--- src/rtl/tone_code_defines.vh ---
// constants for the tone code receiver: table codes, widths and timing counts
`ifndef TONE_CODE_DEFINES_VH
`define TONE_CODE_DEFINES_VH
`define CLK_HZ            50000000
`define CODE_W            4
`define PAIR_W            4
// tone pair index: low group row in bits 3:2, high group column in bits 1:0
`define ROW_697           2'h0
`define ROW_941           2'h3
`define COL_1209          2'h0
`define COL_1336          2'h1
`define COL_1477          2'h2
`define COL_1633          2'h3
// codes that differ between the two tables
`define CODE_ZERO_LOW     4'hA
`define CODE_ZERO_HIGH    4'h0
`define CODE_STAR_LOW     4'hB
`define CODE_STAR_HIGH    4'hA
`define CODE_HASH_LOW     4'hC
`define CODE_HASH_HIGH    4'hB
`define CODE_A_LOW        4'hD
`define CODE_A_HIGH       4'hC
`define CODE_D_LOW        4'h0
// tone absent detection window in microseconds
`define ABSENT_MIN_US     500
`define ABSENT_MAX_US     8500
// data valid ahead of the ready flag, in nanoseconds
`define SETUP_NS          3400
// default steering delay standing in for the external rc network
`define STEER_DELAY_DEF   2000000
`endif

--- src/rtl/tone_code_receiver.v ---
// decode, steering and latched output side of a dual tone code receiver
`timescale 1ns/1ps
`include "tone_code_defines.vh"

module tone_code_receiver #(
   parameter STEER_DELAY = `STEER_DELAY_DEF,
   parameter ABSENT_CYC  = (`ABSENT_MIN_US + `ABSENT_MAX_US) / 2 * (`CLK_HZ / 1000000)
) (
   input  wire       mclk_in,
   input  wire       rst_in,
   input  wire       tone_valid_in,
   input  wire [3:0] tone_pair_in,
   input  wire       table_select_in,
   input  wire       power_down_in,
   input  wire       code_output_enable_in,
   input  wire       steering_guard_pin_in,
   output reg        steering_guard_pin_out,
   output reg        steering_guard_pin_oe_out,
   output reg        early_tone_flag_out,
   output reg        code_ready_flag_out,
   output reg  [3:0] code_out,
   output reg  [3:0] code_oe_out,
   output reg        steer_above_out
);

   // every timing count is a number of device clock cycles
   // setup count: data ahead of ready flag, rounded up to whole cycles
   localparam SETUP_CYC = (`SETUP_NS * (`CLK_HZ / 1000000) + 999) / 1000;
   localparam ABS_MIN_CYC = `ABSENT_MIN_US * (`CLK_HZ / 1000000);

   // **************************************************
   // input synchronisers
   // **************************************************
   reg [4:0] sync1_reg;
   reg [4:0] sync2_reg;
   reg [3:0] pair_s1_reg;
   reg [3:0] pair_s2_reg;
   wire      valid_s = sync2_reg[0];
   wire      sel_s   = sync2_reg[1];
   wire      pdn_s   = sync2_reg[2];
   wire      oe_s    = sync2_reg[3];
   wire      steer_s = sync2_reg[4];

   // pair bits cross one by one: safe only because the pair is steady while valid is high
   // two-stage sampling
   always @(posedge mclk_in) begin
      if (rst_in) begin
         sync1_reg   <= 5'h00;
         sync2_reg   <= 5'h00;
         pair_s1_reg <= 4'h0;
         pair_s2_reg <= 4'h0;
      end else begin
         sync1_reg   <= {steering_guard_pin_in, code_output_enable_in, power_down_in,
                         table_select_in, tone_valid_in};
         sync2_reg   <= sync1_reg;
         pair_s1_reg <= tone_pair_in;
         pair_s2_reg <= pair_s1_reg;
      end
   end

   // **************************************************
   // code tables
   // **************************************************
   // sixteen distinct codes
   function [3:0] pair_code;
      input [3:0] pair;
      input       sel;
      reg   [3:0] num;
      begin
         num = {2'b00, pair[3:2]} * 4'h3 + {2'b00, pair[1:0]} + 4'h1;
         pair_code = num;
         // table selection for the odd keys
         if (pair[1:0] == `COL_1633)
            pair_code = sel ? (`CODE_A_HIGH + {2'b00, pair[3:2]})
                            : ((pair[3:2] == `ROW_941) ? `CODE_D_LOW
                                                       : (`CODE_A_LOW + {2'b00, pair[3:2]}));
         else if (pair[3:2] == `ROW_941) begin
            case (pair[1:0])
               `COL_1336: pair_code = sel ? `CODE_ZERO_HIGH : `CODE_ZERO_LOW;
               `COL_1209: pair_code = sel ? `CODE_STAR_HIGH : `CODE_STAR_LOW;
               default:   pair_code = sel ? `CODE_HASH_HIGH : `CODE_HASH_LOW;
            endcase
         end
      end
   endfunction

   // **************************************************
   // early flag with absence detection
   // **************************************************
   reg        present_reg;
   reg [31:0] absent_cnt_reg;
   reg [3:0]  held_pair_reg;

   // rise at once, fall on loss, absence counted from the clock
   always @(posedge mclk_in) begin
      if (rst_in || pdn_s) begin
         present_reg    <= 1'b0;
         absent_cnt_reg <= 32'h0;
         held_pair_reg  <= 4'h0;
      end else if (valid_s) begin
         present_reg    <= 1'b1;
         absent_cnt_reg <= 32'h0;
         held_pair_reg  <= pair_s2_reg;
      end else begin
         present_reg    <= 1'b0;
         if (absent_cnt_reg < ABSENT_CYC)
            absent_cnt_reg <= absent_cnt_reg + 32'h1;
      end
   end
   wire tone_gone = !valid_s && (absent_cnt_reg >= ABS_MIN_CYC);

   // **************************************************
   // steering state machine
   // **************************************************
   localparam ST_IDLE  = 4'h1;
   localparam ST_RAMP  = 4'h2;
   localparam ST_SETUP = 4'h4;
   localparam ST_HOLD  = 4'h8;

   reg [3:0]  state_reg;
   reg [31:0] cnt_reg;
   reg [3:0]  latch_reg;
   reg        ready_reg;
   reg        guard_drive_reg;

   // rc network modelled as a count; guard drive charges the node high
   always @(posedge mclk_in) begin
      if (rst_in || pdn_s) begin
         state_reg       <= ST_IDLE;
         cnt_reg         <= 32'h0;
         latch_reg       <= 4'h0;
         ready_reg       <= 1'b0;
         guard_drive_reg <= 1'b0;
      end else begin
         case (state_reg)
            ST_IDLE: begin
               cnt_reg <= 32'h0;
               if (present_reg)
                  state_reg <= ST_RAMP;
            end
            ST_RAMP: begin
               if (!present_reg) begin
                  state_reg <= ST_IDLE;
               end else if (steer_s || cnt_reg >= STEER_DELAY - 1) begin
                  // host-set table select picks the code table
                  latch_reg       <= pair_code(held_pair_reg, sel_s);
                  guard_drive_reg <= 1'b1;
                  cnt_reg         <= 32'h0;
                  state_reg       <= ST_SETUP;
               end else
                  cnt_reg <= cnt_reg + 32'h1;
            end
            ST_SETUP: begin
               cnt_reg <= cnt_reg + 32'h1;
               // guard lets go as soon as the early flag drops
               guard_drive_reg <= present_reg;
               if (cnt_reg >= SETUP_CYC - 1) begin
                  ready_reg <= 1'b1;
                  state_reg <= ST_HOLD;
               end
            end
            ST_HOLD: begin
               // guard keeps driving while early flag stays high
               guard_drive_reg <= present_reg;
               if (tone_gone && !guard_drive_reg) begin
                  // ready clears once the tone is absent for the minimum absence count and the guard has let go; free for a new pair
                  ready_reg <= 1'b0;
                  state_reg <= ST_IDLE;
               end
            end
            default: state_reg <= ST_IDLE;
         endcase
      end
   end

   // **************************************************
   // registered outputs
   // **************************************************
   // last code, enable gates the drivers even in power-down; early and ready flags, code and guard pin quiet in power-down
   always @(posedge mclk_in) begin
      if (rst_in) begin
         early_tone_flag_out       <= 1'b0;
         code_ready_flag_out       <= 1'b0;
         code_out                  <= 4'h0;
         code_oe_out               <= 4'h0;
         steering_guard_pin_out    <= 1'b0;
         steering_guard_pin_oe_out <= 1'b0;
         steer_above_out           <= 1'b0;
      end else begin
         early_tone_flag_out       <= present_reg && !pdn_s;
         code_ready_flag_out       <= ready_reg;
         code_out                  <= latch_reg;
         code_oe_out               <= {4{oe_s}};
         steering_guard_pin_out    <= guard_drive_reg || (state_reg == ST_RAMP);
         steering_guard_pin_oe_out <= !pdn_s;
         steer_above_out           <= steer_s;
      end
   end

endmodule

--- config.mk ---
export PLATFORM = sky130hd
export DESIGN_NAME = tone_code_receiver
export DESIGN_NICKNAME = d
export VERILOG_FILES = /design/src/rtl/tone_code_receiver.v
export VERILOG_INCLUDE_DIRS = /design/src /design/src/rtl
export SDC_FILE = /design/constraint.sdc
export NUM_CORES = 1
export LEC_CHECK = 0
export BUFFER_PORTS_ARGS = -buffer_cell sky130_fd_sc_hd__buf_2
export CELL_PAD_IN_SITES_DETAIL_PLACEMENT = 1
export CELL_PAD_IN_SITES_GLOBAL_PLACEMENT = 1
export CORE_ASPECT_RATIO = 1.75
export CORE_UTILIZATION = 40
export CTS_BUF_LIST = sky130_fd_sc_hd__clkbuf_8
export CTS_CLUSTER_DIAMETER = 40
export CTS_CLUSTER_SIZE = 40
export DETAILED_ROUTE_END_ITERATION = 12
export HOLD_SLACK_MARGIN = 0.08
export PLACE_DENSITY_LB_ADDON = 0.2
export SLEW_MARGIN = 20
export SYNTH_ARGS = -nofsm -noshare
export SYNTH_HDL_FRONTEND = slang
export SYNTH_SLANG_ARGS = --single-unit
--- constraint.sdc ---
create_clock -name mclk_in -period 2.8 [get_ports mclk_in]
set_clock_uncertainty 0.2 [all_clocks]
set_input_delay 0.28 -clock mclk_in [delete_from_list [all_inputs] [get_ports mclk_in]]
set_output_delay 0.28 -clock mclk_in [all_outputs]
set_load 0.02 [all_outputs]
Word level (Yosys, flattened, before mapping)
Index checks and enable logic that the tools add are counted.
Widths: inputs -> output; s select.
{"block": "classes", "add_sub_neg": 6, "multipliers": 1, "n_mux": 24, "reduce_logical": 20, "n_lt_le_gt_ge": 4, "n_eq_ne": 13}
{"cell": "$pmux 32 s3", "count": 1}
{"cell": "$add 32x1->32 const B", "count": 2}
{"cell": "$mux 32", "count": 2}
{"cell": "$mux 4", "count": 10}
{"cell": "$ge 32x15->1 const B", "count": 1}
{"cell": "$ge 32x21->1 const B", "count": 1}
{"cell": "$ge 32x8->1 const B", "count": 1}
{"cell": "$lt 32x18->1 const B", "count": 1}
{"cell": "$pmux 4 s4", "count": 1}
{"cell": "$ne 2x2->1 const B", "count": 5}
{"cell": "$reduce_and 3->1", "count": 3}
{"cell": "$add 3x3->4 const A", "count": 2}
{"cell": "$pmux 4 s2", "count": 1}
{"cell": "$mux 1", "count": 6}
{"cell": "$add 4x1->4 const B", "count": 1}
{"cell": "$add 4x2->4", "count": 1}
{"cell": "$eq 2x2->1 const B", "count": 2}
{"cell": "$eq 4x1->1 const B", "count": 1}
{"cell": "$eq 4x2->1 const B", "count": 1}
{"cell": "$eq 4x3->1 const B", "count": 1}
{"cell": "$eq 4x4->1 const B", "count": 1}
{"cell": "$mul 2x2->4 const B", "count": 1}
{"cell": "$pmux 1 s2", "count": 2}
{"cell": "$reduce_and 4->1", "count": 1}
{"cell": "other kinds (11)", "count": 19}
{"block": "totals", "input_bits": 11, "reg_bits": 107}

Longest topological paths before layout
{"block": "depth", "word_depth": 5, "ltp_mapped": 9, "ltp_nobuf": 7}

Worst setup path before layout
No wires, ideal clock.
{"block": "synth_timing", "path_kind": "flip-flop to flip-flop", "start": "register held_pair_reg[2]", "end": "register latch_reg[3]", "stages_incl_launch_ff": 7, "slack_ps": 654, "arrival_time_ps": 1824, "setup_ps": 122, "period_less_slack_ps": 2146, "required_time_ps": 2478, "path_cell_list": "dfxtp_1 -> fa_1 -> ha_1 -> a21o_1 -> a221o_1 -> o211ai_1 -> mux2i_1"}
{"block": "synth_via", "elab_chain_cells": 5}
{"item": "start: declaration", "line_no": "tone_code_receiver.v:92", "source": "reg [3:0] held_pair_reg;"}
{"item": "start signal: assignment", "line_no": "tone_code_receiver.v:103", "source": "held_pair_reg <= pair_s2_reg;"}
{"item": "$mul 2x2->4", "line_no": "tone_code_receiver.v:70", "source": "num = {2'b00, pair[3:2]} * 4'h3 + {2'b00, pair[1:0]} + 4'h1;"}
{"item": "$add 4x2->4", "line_no": "tone_code_receiver.v:70"}
{"item": "$add 4x1->4", "line_no": "tone_code_receiver.v:70"}
{"item": "$mux 4", "line_no": "tone_code_receiver.v:77", "source": "else if (pair[3:2] == `ROW_941) begin"}
{"item": "$mux 4 *", "line_no": "tone_code_receiver.v:73", "source": "if (pair[1:0] == `COL_1633)"}
{"item": "end signal: assignment", "line_no": "tone_code_receiver.v:146", "source": "latch_reg <= pair_code(held_pair_reg, sel_s);"}
{"item": "end: declaration", "line_no": "tone_code_receiver.v:122", "source": "reg [3:0] latch_reg;"}
Every way passes the cells marked *; elsewhere a longest branch is shown, timed or not.
A chain may end at the register's enable or synchronous reset.

Worst setup path after layout
{"block": "layout_timing", "start": "register absent_cnt_reg[18]", "end": "register absent_cnt_reg[16]"}
{"block": "layout_via", "elab_chain_cells": 1}
{"item": "start: declaration", "line_no": "tone_code_receiver.v:91", "source": "reg [31:0] absent_cnt_reg;"}
{"item": "start signal: assignment", "line_no": "tone_code_receiver.v:107", "source": "absent_cnt_reg <= absent_cnt_reg + 32'h1;"}
{"item": "$lt 32x18->1", "line_no": "tone_code_receiver.v:106", "source": "if (absent_cnt_reg < ABSENT_CYC)"}
No other way between the ends.

==> run_summary.xml <==
<?xml version="1.0" encoding="UTF-8"?>
<metrics>
  <group name="sta">
    <metric name="fin_setup_tns" unit="ns">0</metric>
    <metric name="worstMarginPinSlew" unit="ns">0.932</metric>
    <metric name="slew-limit-headroom" unit="">0.379</metric>
    <metric name="fmax" unit="GHz">0.392</metric>
    <metric name="min_setup_slack_post_route" unit="ns">0.251</metric>
    <metric name="period_minus_slack" unit="ns">2.55</metric>
    <metric name="timing_hold_violations_final" unit="">0</metric>
    <metric name="setup_viol" unit="">0</metric>
    <metric name="finalCritPeriodShare" unit="">0.910</metric>
    <metric name="unrepaired_setup_endpoints_after_global_routing" unit="">false</metric>
    <metric name="report.final.slew_viol_count" unit="">0</metric>
    <metric name="whs" unit="ns">0.245</metric>
  </group>
  <group name="synthesis">
    <metric name="mappedNetlistNets" unit="">572</metric>
    <metric name="post-synth-top-area-fraction" unit="">0.422</metric>
    <metric name="ys_seq_area_frac" unit="">0.422</metric>
    <metric name="yosysMostFrequentCell" unit="">dfxtp_1</metric>
    <metric name="yosys_register_bits" unit="">107</metric>
    <metric name="synth_cell_types" unit="">60</metric>
    <metric name="synth.cell_area" unit="mm2">0.00508</metric>
    <metric name="synthDominantAreaCellType" unit="">dfxtp_1</metric>
    <metric name="syn_avg_cell_area" unit="um2">9.22</metric>
    <metric name="synth_cells" unit="">551</metric>
    <metric name="synth-warning-count" unit="">0</metric>
    <metric name="synth-main-ff-cell" unit="">dfxtp_1</metric>
    <metric name="synth_edf_count" unit="">0</metric>
    <metric name="synthTopCellsByCount" unit="">107 x dfxtp_1, 46 x nand2_1, 26 x clkbuf_1, 26 x nor2b_1</metric>
    <metric name="netlist_top_cells_area" unit="">dfxtp_1 42%, nand2_1 3.4%, nor2b_1 3.2%</metric>
    <metric name="postSynth.asyncResetShare" unit="">0</metric>
  </group>
  <group name="setup_path">
    <metric name="r2r_end" unit="">absent_cnt_reg[16]</metric>
    <metric name="maximum_net_fanout_on_the_critical_path" unit="">30</metric>
    <metric name="critPathArrivalTime" unit="ns">2.65</metric>
    <metric name="critical_path.startpoint" unit="">absent_cnt_reg[18]</metric>
    <metric name="crit_path_start_kind" unit="">flop</metric>
    <metric name="critical_path.n_buffers_inverters" unit="">0</metric>
    <metric name="timing.critical_path.cells" unit="">nor4_2, nand4_1, or2_1, or4_1, a21oi_1</metric>
    <metric name="slowest_delay" unit="ns">0.63</metric>
    <metric name="worst-setup-path-type" unit="">flop to flop</metric>
    <metric name="worst-r2r-cell-count" unit="">5</metric>
    <metric name="crit_slowest_cell" unit="">or4_1</metric>
    <metric name="required" unit="ns">2.90</metric>
    <metric name="worst_reg2reg_startpoint" unit="">absent_cnt_reg[18]</metric>
    <metric name="setup.worst_path.end_class" unit="">flop</metric>
    <metric name="crit_path_end" unit="">absent_cnt_reg[16]</metric>
    <metric name="depth_of_the_critical_timing_path_with_buffers_and_inverters_included" unit="">5</metric>
    <metric name="path_delay_family" unit="">simple AND/OR/NAND/NOR gates</metric>
    <metric name="rrSetupSlack" unit="ns">0.25</metric>
  </group>
  <group name="drt">
    <metric name="route.vias.total" unit="">4189</metric>
    <metric name="vias_per_cell" unit="">5.65</metric>
    <metric name="dr_iter_0_viols" unit="">117</metric>
    <metric name="route.antenna.remaining_nets" unit="">0</metric>
    <metric name="avgRoutedWirePerCell" unit="um">16.7</metric>
    <metric name="drc_errors" unit="">0</metric>
    <metric name="routed_wirelength" unit="um">12400</metric>
    <metric name="dr.pass1.iters" unit="">4</metric>
  </group>
  <group name="floorplanning">
    <metric name="core-area" unit="mm2">0.0124</metric>
    <metric name="start_util" unit="">0.409</metric>
    <metric name="floorplan.io_pins" unit="">24</metric>
    <metric name="die_area" unit="mm2">0.0132</metric>
    <metric name="die_y" unit="um">151</metric>
    <metric name="placement_rows" unit="">54</metric>
    <metric name="die_w" unit="um">87.2</metric>
  </group>
  <group name="layout">
    <metric name="flow.area_growth_from_synthesis" unit="%">10.6</metric>
    <metric name="finalNetCount" unit="">589</metric>
    <metric name="antennaDiodeCount" unit="">0</metric>
    <metric name="layout_cells_sized_above_1" unit="">0.150</metric>
    <metric name="fillCellCount" unit="">1469</metric>
  </group>
  <group name="clock_network">
    <metric name="cts_inserted_buffers" unit="">9</metric>
    <metric name="clk_pin_slew_worst_paths" unit="ns">0.11</metric>
    <metric name="cts-resized-gates" unit="">0</metric>
    <metric name="numClockSinks" unit="">107</metric>
    <metric name="clock_insertion_delay_worst_skew" unit="ns">0.37</metric>
    <metric name="cts_tree" unit="">done</metric>
    <metric name="htree_levels" unit="">3</metric>
    <metric name="clock_root_cell" unit="">clkbuf_8</metric>
    <metric name="clock_path_buffers" unit="">2</metric>
    <metric name="cts-hold-fix-buffers" unit="">10</metric>
    <metric name="postCtsSetupRepairBufs" unit="">0</metric>
  </group>
  <group name="run_status">
    <metric name="status" unit="">completed</metric>
  </group>
  <group name="power">
    <metric name="leakage" unit="nW">1.99</metric>
    <metric name="powerDensity" unit="mW/mm2">456</metric>
    <metric name="vdd_drop_max" unit="mV">0.267</metric>
    <metric name="finalPower" unit="mW">2.56</metric>
  </group>
  <group name="global_routing">
    <metric name="grt_max_degree" unit="">37</metric>
    <metric name="grt_pass1_vias" unit="">4368</metric>
    <metric name="antenna_found_initial" unit="">0</metric>
    <metric name="first_pass_grt_wire_length" unit="um">20800</metric>
    <metric name="globalRouteTotalUtil" unit="">0.202</metric>
    <metric name="globalRouteOverflowTotal" unit="">0</metric>
  </group>
  <group name="min_path">
    <metric name="hp-class" unit="">flop to flop</metric>
  </group>
  <group name="place">
    <metric name="place_ws" unit="ns">0.253</metric>
    <metric name="portbufs" unit="">23</metric>
    <metric name="hpwl" unit="um">8820</metric>
    <metric name="finalWeightedCongestion" unit="">0.814</metric>
  </group>
  <group name="flow_run">
    <metric name="drv_cap" unit="">0</metric>
  </group>
</metrics>
## per-stage QoR
stage                      util  area [um2]  instances
final                     0.452        5620        741
after global placement    0.430        5340        715
after detailed placement  0.430        5340        715
after floorplan               -        5080        551
after global routing      0.452        5620        741
after CTS                 0.452        5620        741
## area by class of cell
type / instances / area, um2 / area share
Multi-Input combinational cell: 389 / 2690 / 0.479
Sequential cell: 107 / 2140 / 0.381
Timing Repair Buffer: 50 / 355 / 0.0633
Tap cell: 168 / 210 / 0.0374
Clock buffer: 9 / 124 / 0.0221
Clock inverter: 7 / 51.3 / 0.00913
Inverter: 11 / 41.3 / 0.00735
## how the worst min path moves through the flow
stage | startpoint | depth (start not counted) | end
2_1_floorplan | rst_in | 1 | code_oe_out[0]
3_3_place_gp | pair_s1_reg[3] | 1 | pair_s2_reg[3]
3_5_place_dp | sync1_reg[0] | 1 | sync2_reg[0]
4_1_cts | sync1_reg[0] | 1 | sync2_reg[0]
5_1_grt | pair_s1_reg[1] | 1 | pair_s2_reg[1]
6_report | sync1_reg[0] | 1 | sync2_reg[0]
## layout by cell type, fill, tap and decap left out, types with 13 or more instances in the layout
cell type  count
buf_2         23
o31ai_1       14
nor4_1        14
nor2_1        21
nand4_1       16
nor2b_1       26
o21ai_0       13
a21oi_1       22
nand2_1       46
a211oi_1      16
buf_4         16
or4_1         19
dfxtp_1      107
nand3_1       19
and2_1        20
## where the power goes
group,leakage [nW],internal [mW],switching (mW)
logic,1.04,0.0522,0.0787
clock network,0.0914,0.329,0.549
registers,0.867,1.54,0.0127
## layer usage
metal | GRT usage | share of wire
met5 | 0 | 0
met1 | 0.212 | 0.39
met2 | 0.397 | 0.57
met3 | 0.0267 | 0.013
met4 | 0.0746 | 0.020
## worst register-to-register path, delay by kind of cell (launching register included)
kind | cells | cell delay (ns)
compound gates | 1 | 0.17
flops | 1 | 0.34
simple gates | 4 | 1.76
## cells by family after synthesis
group,share of synthesized area
compound gates,0.159
flops,0.422
simple gates,0.278
mux,0.0237
buf+inv,0.0503
fa+ha+maj,0.0276
xor+xnor,0.0397
Power figures use the tool's default switching activity.
